### config.mk
export PLATFORM = sky130hd
export DESIGN_NAME = mbac_access_ctrl
export DESIGN_NICKNAME = d
export VERILOG_FILES = /design/src/design/mbac_pkg.sv /design/src/design/mbac_seg_match.sv /design/src/design/mbac_access_ctrl.sv
export VERILOG_INCLUDE_DIRS = /design/src /design/src/design
export SDC_FILE = /design/constraint.sdc
export NUM_CORES = 2
export LEC_CHECK = 0
export ABC_AREA = 1
export BUFFER_PORTS_ARGS = -buffer_cell sky130_fd_sc_hd__buf_2
export CAP_MARGIN = 20
export CORE_MARGIN = 8
export CORE_UTILIZATION = 51
export DETAILED_ROUTE_END_ITERATION = 12
export PLACE_DENSITY_LB_ADDON = 0.25
export SYNTH_ARGS = -nofsm -noshare
export SYNTH_HDL_FRONTEND = slang
export SYNTH_SLANG_ARGS = --single-unit
### constraint.sdc
create_clock -name ref_clk -period 4.3 [get_ports ref_clk]
set_input_delay 0.215 -clock ref_clk [delete_from_list [all_inputs] [get_ports ref_clk]]
set_output_delay 0.215 -clock ref_clk [all_outputs]
set_load 0.02 [all_outputs]
### src/design/mbac_params.svh
// Constants for the mode based access control block.
`ifndef MBAC_PARAMS_SVH
`define MBAC_PARAMS_SVH
// Register byte offsets on the AXI4-Lite bus.
`define MBAC_OFF_CTRL      12'h000
`define MBAC_OFF_STATUS    12'h004
`define MBAC_OFF_VADDR     12'h008
`define MBAC_OFF_ROMCRD    12'h010
`define MBAC_OFF_ROMREF    12'h014
`define MBAC_OFF_RAMCRD    12'h018
`define MBAC_OFF_PARTSZ    12'h01c
`define MBAC_OFF_SELFTEST  12'h020
`define MBAC_OFF_UNMAPPED  12'h00c
`define MBAC_OFF_OWN_BASE  12'h040
`define MBAC_OFF_SEG_BASE  12'h080
// Counts and field positions.
`define MBAC_NUM_PERIPH    4
`define MBAC_NUM_SEG       8
`define MBAC_SEG_IDX_W     3
`define MBAC_PER_IDX_W     2
`define MBAC_MODE_W        3
// Segment descriptor fields: [31:20] base page, [19:8] limit page, [7] valid,
// [6] code, [5:3] owner mode, [2:0] shared mode; all three share bits are compared.
`define MBAC_SEG_VALID     7
`define MBAC_SEG_CODE      6
`define MBAC_SEG_OWN_LSB   3
`define MBAC_SEG_SHR_LSB   0
`define MBAC_SEG_BASE_LSB  20
`define MBAC_SEG_LIM_LSB   8
`define MBAC_PAGE_W        12
// Reset values.
`define MBAC_RST_WORD      32'h0000_0000
`define MBAC_RST_OWNER     3'h0
// AXI responses.
`define MBAC_RESP_OKAY     2'h0
`define MBAC_RESP_SLVERR   2'h2
`endif

### src/design/mbac_pkg.sv
// Types for the mode based access control block.
package mbac_pkg;
	// Privilege modes; super system mode is code 0 and is the reset owner.
	typedef enum logic [2:0] {
		MBAC_SUPER_SYS = 3'h0,
		MBAC_TEST      = 3'h1,
		MBAC_CONFIG    = 3'h2,
		MBAC_SYS_A     = 3'h3,
		MBAC_USER_A    = 3'h4,
		MBAC_SYS_B     = 3'h5,
		MBAC_USER_B    = 3'h6,
		MBAC_NONE      = 3'h7
	} mbac_mode_t;
	// Core access target class.
	typedef enum logic [1:0] {
		MBAC_TGT_MEM   = 2'h0,
		MBAC_TGT_PERIPH = 2'h1,
		MBAC_TGT_SFR   = 2'h2
	} mbac_target_t;
endpackage : mbac_pkg

### src/design/mbac_seg_match.sv
// Segment descriptor lookup: finds the descriptor that covers a virtual page.
`timescale 1ns/100ps
`include "mbac_params.svh"
module mbac_seg_match
	import mbac_pkg::*;
(
	// Descriptor table, flattened.
	input  wire logic [`MBAC_NUM_SEG*32-1:0] segTable,
	// Lookup request.
	input  wire logic [31:0]                 vaddr,
	// Lookup result.
	output logic                             hit,
	output logic [31:0]                      desc
);
	logic [`MBAC_NUM_SEG-1:0] matchVec;
	// One comparator per descriptor.
	genvar g;
	generate
		for (g = 0; g < `MBAC_NUM_SEG; g++) begin : gen_cmp
			wire logic [31:0] d = segTable[g*32 +: 32];
			wire logic [`MBAC_PAGE_W-1:0] pg = vaddr[31 -: `MBAC_PAGE_W];
			assign matchVec[g] = d[`MBAC_SEG_VALID]
				&& (pg >= d[`MBAC_SEG_BASE_LSB +: `MBAC_PAGE_W])
				&& (pg <= d[`MBAC_SEG_LIM_LSB +: `MBAC_PAGE_W]);
		end
	endgenerate
	// Lowest matching descriptor wins.
	always_comb begin
		hit = 1'b0;
		desc = `MBAC_RST_WORD;
		for (int i = `MBAC_NUM_SEG - 1; i >= 0; i--) begin
			if (matchVec[i]) begin
				hit = 1'b1;
				desc = segTable[i*32 +: 32];
			end
		end
	end
endmodule : mbac_seg_match

### src/design/mbac_access_ctrl.sv
// Mode based access control top: core check port plus AXI4-Lite register slave.
// Function
// - Self-test SFR content read and written only from configuration or test mode.
// - Foreign-owned segments usable only when the owner shares them with current mode.
// - Crypto, RNG, comms and timer usable only by the recorded owner mode.
// - No access crosses between card A and card B system or user modes.
// - Both ROM card configuration registers ignore writes in every mode.
// - Descriptors and ownership change only from a mode with write access there.
// - Reset gives every peripheral owner field super system mode.
// - No input can override the restrictive reset values.
// - Any denied access raises the security reset request.
// - A mode may access segments it owns itself.
// - Missing descriptor for a code fetch raises a code miss exception.
// - Card configuration SFR writes only from test or configuration mode.
`timescale 1ns/100ps
`include "mbac_params.svh"
module mbac_access_ctrl
	import mbac_pkg::*;
(
	// Clock, reset and enable.
	input  wire logic        ref_clk,
	input  wire logic        srst,
	input  wire logic        clkEn,
	// Core access check.
	input  wire logic        accValid,
	input  wire logic        accWrite,
	input  wire logic        accFetch,
	input  wire logic [1:0]  accTarget,
	input  wire logic [2:0]  accMode,
	input  wire logic [31:0] accAddr,
	output logic             accGrant,
	output logic             accDeny,
	output logic             codeMiss,
	output logic             securityReset,
	// AXI4-Lite write address and data.
	input  wire logic        s_axi_awvalid,
	output logic             s_axi_awready,
	input  wire logic [11:0] s_axi_awaddr,
	input  wire logic [2:0]  s_axi_awprot,
	input  wire logic        s_axi_wvalid,
	output logic             s_axi_wready,
	input  wire logic [31:0] s_axi_wdata,
	input  wire logic [3:0]  s_axi_wstrb,
	// AXI4-Lite write response.
	output logic             s_axi_bvalid,
	input  wire logic        s_axi_bready,
	output logic [1:0]       s_axi_bresp,
	// AXI4-Lite read.
	input  wire logic        s_axi_arvalid,
	output logic             s_axi_arready,
	input  wire logic [11:0] s_axi_araddr,
	input  wire logic [2:0]  s_axi_arprot,
	output logic             s_axi_rvalid,
	input  wire logic        s_axi_rready,
	output logic [31:0]      s_axi_rdata,
	output logic [1:0]       s_axi_rresp,
	// Mode of the code issuing the bus access, from the core.
	input  wire logic [2:0]  busMode
);
	// ------------------------------------------------------------------
	// Register state
	// ------------------------------------------------------------------
	logic [31:0] ctrl_reg, romCardCfgFirst_reg, romRefCfgFirst_reg;
	logic [31:0] ramCardCfgFirst_reg, partSizeCfg_reg, selfTest_reg;
	logic [31:0] violAddr_reg;
	logic [2:0]  violCount_reg;
	logic        violSticky_reg, missSticky_reg;
	logic [`MBAC_NUM_PERIPH*3-1:0] periphOwner_reg;
	logic [`MBAC_NUM_SEG*32-1:0]   segTable_reg;
	logic        awHeld_reg, wHeld_reg, bvalid_reg, rvalid_reg;
	logic [11:0] awAddr_reg;
	logic [31:0] wData_reg, rdata_reg;
	logic [3:0]  wStrb_reg;
	logic [1:0]  bresp_reg, rresp_reg;
	logic        accGrant_reg, accDeny_reg, codeMiss_reg, secRst_reg, busDeny;

	// ------------------------------------------------------------------
	// Mode classes
	// ------------------------------------------------------------------
	function automatic logic isPriv(input logic [2:0] m);
		isPriv = (m == MBAC_TEST) || (m == MBAC_CONFIG);
	endfunction : isPriv
	function automatic logic isSuper(input logic [2:0] m);
		isSuper = (m == MBAC_SUPER_SYS) || isPriv(m);
	endfunction : isSuper
	function automatic logic isCardA(input logic [2:0] m);
		isCardA = (m == MBAC_SYS_A) || (m == MBAC_USER_A);
	endfunction : isCardA
	function automatic logic isCardB(input logic [2:0] m);
		isCardB = (m == MBAC_SYS_B) || (m == MBAC_USER_B);
	endfunction : isCardB

	// ------------------------------------------------------------------
	// Core access decision
	// ------------------------------------------------------------------
	wire logic        segHit;
	wire logic [31:0] segDesc;
	mbac_seg_match u_seg (
		.segTable (segTable_reg),
		.vaddr    (accAddr),
		.hit      (segHit),
		.desc     (segDesc)
	);
	wire logic [2:0] segOwner  = segDesc[`MBAC_SEG_OWN_LSB +: 3];
	wire logic [2:0] segShare  = segDesc[`MBAC_SEG_SHR_LSB +: 3];
	wire logic       crossCard = (isCardA(accMode) && isCardB(segOwner))
		|| (isCardB(accMode) && isCardA(segOwner));
	wire logic       ownSeg    = segHit && (segOwner == accMode);
	wire logic       sharedSeg = segHit && (segShare == accMode) && !crossCard;
	wire logic       memOk     = (ownSeg || sharedSeg) && !crossCard;
	wire logic       fetchMiss = accFetch && !segHit;
	wire logic [`MBAC_PER_IDX_W-1:0] perIdx = accAddr[`MBAC_PER_IDX_W-1:0];
	wire logic [2:0] perOwner  = periphOwner_reg[perIdx*3 +: 3];
	wire logic       perOk     = (perOwner == accMode);
	wire logic       sfrOk     = isPriv(accMode);
	wire logic       grantNow  = (accTarget == MBAC_TGT_MEM)    ? memOk :
		(accTarget == MBAC_TGT_PERIPH) ? perOk :
		(accTarget == MBAC_TGT_SFR)    ? sfrOk : 1'b0;
	wire logic       denyNow   = accValid && !grantNow && !fetchMiss;

	// Registered decision; the core must not commit until accGrant is seen.
	always_ff @(posedge ref_clk) begin
		if (srst) begin
			accGrant_reg <= 1'b0;
			accDeny_reg  <= 1'b0;
			codeMiss_reg <= 1'b0;
			secRst_reg   <= 1'b0;
		end else if (clkEn) begin
			accGrant_reg <= accValid && grantNow && !fetchMiss;
			accDeny_reg  <= denyNow;
			codeMiss_reg <= accValid && fetchMiss;
			secRst_reg   <= denyNow || busDeny;
		end
	end
	assign accGrant      = accGrant_reg;
	assign accDeny       = accDeny_reg;
	assign codeMiss      = codeMiss_reg;
	assign securityReset = secRst_reg;

	// ------------------------------------------------------------------
	// AXI4-Lite decode
	// ------------------------------------------------------------------
	wire logic       wrFire  = awHeld_reg && wHeld_reg && !bvalid_reg;
	wire logic       rdFire  = s_axi_arvalid && !rvalid_reg;
	wire logic [11:0] wa     = awAddr_reg;
	wire logic [11:0] ra     = s_axi_araddr;
	wire logic       wOwnHit = (wa[11:6] == `MBAC_OFF_OWN_BASE >> 6)
		&& (wa[5:2] < `MBAC_NUM_PERIPH);
	wire logic       wSegHit = (wa[11:7] == `MBAC_OFF_SEG_BASE >> 7);
	wire logic       rOwnHit = (ra[11:6] == `MBAC_OFF_OWN_BASE >> 6)
		&& (ra[5:2] < `MBAC_NUM_PERIPH);
	wire logic       rSegHit = (ra[11:7] == `MBAC_OFF_SEG_BASE >> 7);
	wire logic [`MBAC_PER_IDX_W-1:0] wPer = wa[2 +: `MBAC_PER_IDX_W];
	wire logic [`MBAC_SEG_IDX_W-1:0] wSeg = wa[2 +: `MBAC_SEG_IDX_W];
	wire logic [`MBAC_PER_IDX_W-1:0] rPer = ra[2 +: `MBAC_PER_IDX_W];
	wire logic [`MBAC_SEG_IDX_W-1:0] rSeg = ra[2 +: `MBAC_SEG_IDX_W];
	// Security attribute tables are writable only from super system modes.
	wire logic       attrWrOk = isSuper(busMode);
	wire logic       cfgWrOk  = isPriv(busMode);
	wire logic       wMapped  = (wa == `MBAC_OFF_CTRL) || (wa == `MBAC_OFF_STATUS)
		|| (wa == `MBAC_OFF_ROMCRD) || (wa == `MBAC_OFF_ROMREF)
		|| (wa == `MBAC_OFF_RAMCRD) || (wa == `MBAC_OFF_PARTSZ)
		|| (wa == `MBAC_OFF_SELFTEST) || wOwnHit || wSegHit;
	wire logic       wAllowed =
		(wa == `MBAC_OFF_CTRL)     ? attrWrOk :
		(wa == `MBAC_OFF_STATUS)   ? attrWrOk :
		(wa == `MBAC_OFF_RAMCRD)   ? cfgWrOk :
		(wa == `MBAC_OFF_PARTSZ)   ? cfgWrOk :
		(wa == `MBAC_OFF_SELFTEST) ? cfgWrOk :
		(wOwnHit || wSegHit)       ? attrWrOk : 1'b0;  // ROM words never.
	wire logic       rAllowed =
		((ra == `MBAC_OFF_ROMCRD) || (ra == `MBAC_OFF_ROMREF) || (ra == `MBAC_OFF_RAMCRD)
		|| (ra == `MBAC_OFF_PARTSZ)) ? (isSuper(busMode) || (busMode == MBAC_SYS_A)
		|| (busMode == MBAC_SYS_B)) :
		(ra == `MBAC_OFF_SELFTEST) ? isPriv(busMode) :
		1'b1;
	wire logic       doWrite  = wrFire && wMapped && wAllowed;
	assign busDeny = clkEn && ((wrFire && wMapped && !wAllowed)
		|| (rdFire && !rAllowed));
	wire logic [31:0] wMask   = {{8{wStrb_reg[3]}}, {8{wStrb_reg[2]}},
		{8{wStrb_reg[1]}}, {8{wStrb_reg[0]}}};
	wire logic [31:0] statusWord = {violAddr_reg[15:0], 11'h000, violCount_reg,
		missSticky_reg, violSticky_reg};
	wire logic [31:0] rWord =
		(ra == `MBAC_OFF_CTRL)     ? ctrl_reg :
		(ra == `MBAC_OFF_STATUS)   ? statusWord :
		(ra == `MBAC_OFF_VADDR)    ? violAddr_reg :
		(ra == `MBAC_OFF_ROMCRD)   ? romCardCfgFirst_reg :
		(ra == `MBAC_OFF_ROMREF)   ? romRefCfgFirst_reg :
		(ra == `MBAC_OFF_RAMCRD)   ? ramCardCfgFirst_reg :
		(ra == `MBAC_OFF_PARTSZ)   ? partSizeCfg_reg :
		(ra == `MBAC_OFF_SELFTEST) ? selfTest_reg :
		rOwnHit ? {29'h0000_0000, periphOwner_reg[rPer*3 +: 3]} :
		rSegHit ? segTable_reg[rSeg*32 +: 32] : `MBAC_RST_WORD;
	wire logic       rMapped  = (ra <= `MBAC_OFF_SELFTEST) && (ra != `MBAC_OFF_UNMAPPED)
		|| rOwnHit || rSegHit;

	// ------------------------------------------------------------------
	// AXI4-Lite handshake
	// ------------------------------------------------------------------
	assign s_axi_awready = !awHeld_reg;
	assign s_axi_wready  = !wHeld_reg;
	assign s_axi_arready = !rvalid_reg;
	assign s_axi_bvalid  = bvalid_reg;
	assign s_axi_bresp   = bresp_reg;
	assign s_axi_rvalid  = rvalid_reg;
	assign s_axi_rdata   = rdata_reg;
	assign s_axi_rresp   = rresp_reg;

	// Channel holding and responses.
	always_ff @(posedge ref_clk) begin
		if (srst) begin
			awHeld_reg <= 1'b0;
			wHeld_reg  <= 1'b0;
			bvalid_reg <= 1'b0;
			rvalid_reg <= 1'b0;
			awAddr_reg <= 12'h000;
			wData_reg  <= `MBAC_RST_WORD;
			wStrb_reg  <= 4'h0;
			bresp_reg  <= `MBAC_RESP_OKAY;
			rresp_reg  <= `MBAC_RESP_OKAY;
			rdata_reg  <= `MBAC_RST_WORD;
		end else if (clkEn) begin
			if (s_axi_awvalid && !awHeld_reg) begin
				awHeld_reg <= 1'b1;
				awAddr_reg <= {s_axi_awaddr[11:2], 2'h0};
			end
			if (s_axi_wvalid && !wHeld_reg) begin
				wHeld_reg <= 1'b1;
				wData_reg <= s_axi_wdata;
				wStrb_reg <= s_axi_wstrb;
			end
			if (wrFire) begin
				bvalid_reg <= 1'b1;
				bresp_reg  <= (wMapped && wAllowed) ? `MBAC_RESP_OKAY : `MBAC_RESP_SLVERR;
			end
			if (bvalid_reg && s_axi_bready) begin
				bvalid_reg <= 1'b0;
				awHeld_reg <= 1'b0;
				wHeld_reg  <= 1'b0;
			end
			if (rdFire) begin
				rvalid_reg <= 1'b1;
				rdata_reg  <= (rMapped && rAllowed) ? rWord : `MBAC_RST_WORD;
				rresp_reg  <= (rMapped && rAllowed) ? `MBAC_RESP_OKAY : `MBAC_RESP_SLVERR;
			end else if (rvalid_reg && s_axi_rready) begin
				rvalid_reg <= 1'b0;
			end
		end
	end

	// ------------------------------------------------------------------
	// Register writes; reset values are constants only.
	// ------------------------------------------------------------------
	always_ff @(posedge ref_clk) begin
		if (srst) begin
			ctrl_reg            <= `MBAC_RST_WORD;
			romCardCfgFirst_reg <= `MBAC_RST_WORD;
			romRefCfgFirst_reg  <= `MBAC_RST_WORD;
			ramCardCfgFirst_reg <= `MBAC_RST_WORD;
			partSizeCfg_reg     <= `MBAC_RST_WORD;
			selfTest_reg        <= `MBAC_RST_WORD;
			periphOwner_reg     <= {`MBAC_NUM_PERIPH{`MBAC_RST_OWNER}};
			segTable_reg        <= {`MBAC_NUM_SEG{`MBAC_RST_WORD}};
		end else if (clkEn && doWrite) begin
			if (wa == `MBAC_OFF_CTRL)
				ctrl_reg <= (ctrl_reg & ~wMask) | (wData_reg & wMask);
			if (wa == `MBAC_OFF_RAMCRD)
				ramCardCfgFirst_reg <= (ramCardCfgFirst_reg & ~wMask) | (wData_reg & wMask);
			if (wa == `MBAC_OFF_PARTSZ)
				partSizeCfg_reg <= (partSizeCfg_reg & ~wMask) | (wData_reg & wMask);
			if (wa == `MBAC_OFF_SELFTEST)
				selfTest_reg <= (selfTest_reg & ~wMask) | (wData_reg & wMask);
			if (wOwnHit && wStrb_reg[0])
				periphOwner_reg[wPer*3 +: 3] <= wData_reg[2:0];
			if (wSegHit)
				segTable_reg[wSeg*32 +: 32] <= (segTable_reg[wSeg*32 +: 32] & ~wMask)
					| (wData_reg & wMask);
		end
	end

	// Violation status; a new event wins over a status write that clears.
	always_ff @(posedge ref_clk) begin
		if (srst) begin
			violSticky_reg <= 1'b0;
			missSticky_reg <= 1'b0;
			violCount_reg  <= 3'h0;
			violAddr_reg   <= `MBAC_RST_WORD;
		end else if (clkEn) begin
			if (doWrite && (wa == `MBAC_OFF_STATUS)) begin
				violSticky_reg <= violSticky_reg & ~wData_reg[0];
				missSticky_reg <= missSticky_reg & ~wData_reg[1];
			end
			if (denyNow || busDeny) begin
				violSticky_reg <= 1'b1;
				violCount_reg  <= violCount_reg + 3'h1;
				violAddr_reg   <= denyNow ? accAddr : {20'h00000, wrFire ? wa : ra};
			end
			if (accValid && fetchMiss)
				missSticky_reg <= 1'b1;
		end
	end
endmodule : mbac_access_ctrl

==> impl_results.md <==
- Fin crit share: 0.950
- Final Max Tran Viols: 0
- Max-cap violations: 0
- Unrepaired setup endpoints after global routing: yes
- I/O Buffers: 150
- Layout cells sized above 1: 0.0904
- TritonCTS clock tree: yes
- Vias: ~32,000
- Ys async rst share: 0
- Switching share of total power: 0.288
- Crit Path Class: flip-flop to flip-flop
- Crit Path Max Fanout: 28
- DRT iter0 DRCs: a little over 4,000
- Final worst path period need: about 4100 ps
- Synth warn: 0
- Most used DFF post-synth: dfxtp_1
- Initial Util: 0.515
- Final net count: approximately 4,700
- H-tree Lvls: 2
- Register bit count reported by yosys: approximately 520
- Vias in the first global route: 30,000
- DRC: 0
- FILL cells: between 5,000 and 6,000
- Skew final: around 38 ps
- Routed wire length: roughly 120 mm
- Result of the run: finished clean
- Reg2reg end: segTable_reg[98]$_SDFFE_PP0P_
- Placed cells: 5,061
- Final ANT Viol Nets: 0
- Total GRT Usage: 0.342
- Fmax: between 200 and 250 MHz
- Final hold vios: 0
- Syn_area_per_cell: approximately 7 µm²
- Hold Path Class: input pin to flip-flop
- Core area: 0.0590 mm²
- Pin count of the biggest net entering global routing: around 180
- R2r setup slk: 220 ps
- Antenna violations before repair: 1
- Die width: 260 µm
- First-pass DRT Iterations: 7
- CTS Buf Count: 56
- DP HPWL: roughly 80 mm
- EDFF count, synth: 0
- CP endpoint kind: flip-flop
- Logic pwr share: 0.133
- Library cells used by synthesis: 58
- Post-CTS Setup Repair Bufs: 0
- Clock tree buffer depth: 3
- Crit. Startpoint: awAddr_reg[2]$_SDFFE_PP0P_
- Seq pwr share: 0.431
- Final setup fails: 0
- I/O pin count: approximately 160
- Power Total: between 10 and 15 mW
- Commonest cells after routing, fill and taps aside: nand2_1, dfxtp_1, nor2_1
- Die footprint: ~0.068 mm²
- Post-Syn Instances: ~4,300
- CTS sink count: between 500 and 600
- Setup TNS: 0 ps
- Power density of the placed cells: 332 mW/mm²
- DR WL/cell: roughly 23 µm
- Final Util: 0.584
- Root Driver: clkbuf_16
- Rel. slew slack: 0.201
- Worst-margin pin slew: between 1000 and 1500 ps
- Total congestion overflow: 0
- Finished Layout Cells: ~5,200
- Die height: roughly 260 µm
- Worst reg2reg path depth: 17
- Cts repair resizes: 0
- Startpoint types: flip-flop
- Clock share of power: 0.436
- Worst EP required: about 4800 ps
- Leakage dissipation: roughly 13 nW
- # rows: 89
- Most common cell after layout, fill and taps aside: nand2_1
- Final Wtd Congestion: roughly 0.97
- Internal power: ~8 mW
- First-pass GRT wire length: between 150 and 200 mm
- Worst setup path endpoint: segTable_reg[98]$_SDFFE_PP0P_
- Worst r2r src: awAddr_reg[2]$_SDFFE_PP0P_
- Vias per cell: 6.18
- Area delta synth->final: 13.3%
- Worst-Skew Late Latency: 660 ps
- VDD IR-drop max: ~0.35 mV
- Seq/Total Area, Yosys: 0.343
- Worst endpoint data arrival time: roughly 4600 ps
- Switch Pwr: 3.29 mW
- Post-synthesis cell area: 0.0304 mm²
- Clock transition at path regs: roughly 60 ps
-- timing repair --
action                                 in CTS  in global routing
setup endpoints to repair                   0                  3
endpoints found under the hold margin      68                  0
hold buffers                               72                  0
-- metal layers --
layer  vias to the layer above  part of all wire  routed length [µm]  GRT usage
met5                         -           0.00011                  13          0
met4                         2             0.070                8460      0.207
met3                       477              0.11               13200     0.0689
met2                      1886              0.43               51900      0.522
met1                     14700              0.39               47400      0.443
li1                      15200                 -                   -          -
-- worst min-delay path by stage --
stage	slack [ps]	start	to	cells after the start
floorplan	350	s_axi_awaddr[8]	awAddr_reg[8]$_SDFFE_PP0P_	2
global placement	440	s_axi_awaddr[11]	awAddr_reg[11]$_SDFFE_PP0P_	3
detailed placement	450	s_axi_awaddr[11]	awAddr_reg[11]$_SDFFE_PP0P_	3
CTS	30	s_axi_wdata[17]	wData_reg[17]$_SDFFE_PP0P_	3
global route	50	s_axi_wdata[17]	wData_reg[17]$_SDFFE_PP0P_	3
finish	20	s_axi_wdata[17]	wData_reg[17]$_SDFFE_PP0P_	3
-- cell type report --
class                   instances  area [µm²]  share of cell area
repair buffers                312        2290              0.0665
multi-input cells            3068       17200               0.498
clock buffers                  79        1610              0.0467
inverters                     460        1730              0.0503
flip-flops and latches        521       10400               0.303
diodes                          1        2.50           0.0000726
clock inverters                20         258             0.00748
well taps                     773         967              0.0281
-- worst max-delay path, stage by stage (launching register included) --
cell and delay [ps]:
dfxtp_4 370, buf_4 300, ha_1 200, inv_1 180
nor3_2 300, nor2_1 60, nand3_1 100, a21oi_1 50
a21oi_1 160, inv_1 70, nor3_1 300, nand4_1 410
nor2_1 190, inv_1 90, nor2_1 150, inv_1 550
a22oi_1 360, nor2_1 60
-- power by group through the flow --
stage | Combinational, mW | Sequential [mW] | Clock (mW)
floorplan | 0.855 | 5.01 | 0
global placement | 1.39 | 5.03 | 0
detailed placement | 1.40 | 5.03 | 0
CTS | 1.46 | 4.92 | 4.99
global route | 1.62 | 4.93 | 5.19
finish | 1.52 | 4.93 | 4.99
-- stage by stage --
stage          instance area (µm²)  hold slack, ps  setup slack [ps]
2_1_floorplan                30400             350               513
3_3_place_gp                 31800             440               289
3_5_place_dp                 31800             447               273
4_1_cts                      34400            30.8               321
5_1_grt                      34500            53.9             -17.0
6_report                     34500            23.5               216
-- cells in the mapped netlist (all sizes together) (3+ instances only) --
cell	instances	area [µm²]
nand2	610	2320
dfxtp	521	10400
nor2	507	1920
a21oi	476	2440
inv	449	1690
o21ai	444	2230
a211oi	271	2030
clkbuf	234	880
nand3	203	1030
ha	199	2490
nand4	73	457
buf	50	263
o221ai	42	368
a221oi	41	359
nor3	41	264
o211ai	29	218
a22oi	25	188
o22ai	19	119
o2111ai	16	140
a31oi	13	81.3
clkinv	11	41.3
o21a	10	75.1
nor4	9	56.3
o311ai	6	52.6
or2	6	40.0
o21bai	4	30.0
a31o	3	26.3
and2	3	18.8
xor2	3	26.3
-- logic make-up after synthesis --
logic type               Yosys count  share of synthesized area
AND/OR/NAND/NOR                 1455                      0.202
buffers and inverters            744                     0.0943
flip-flops                       521                      0.343
AO/OA/AOI/OAI                   1409                      0.278
XOR/XNOR                           3                   0.000864
other                              1                   0.000123
adder cells (fa/ha/maj)          199                     0.0819
Note: power is estimated with default switching activity, not from simulation.
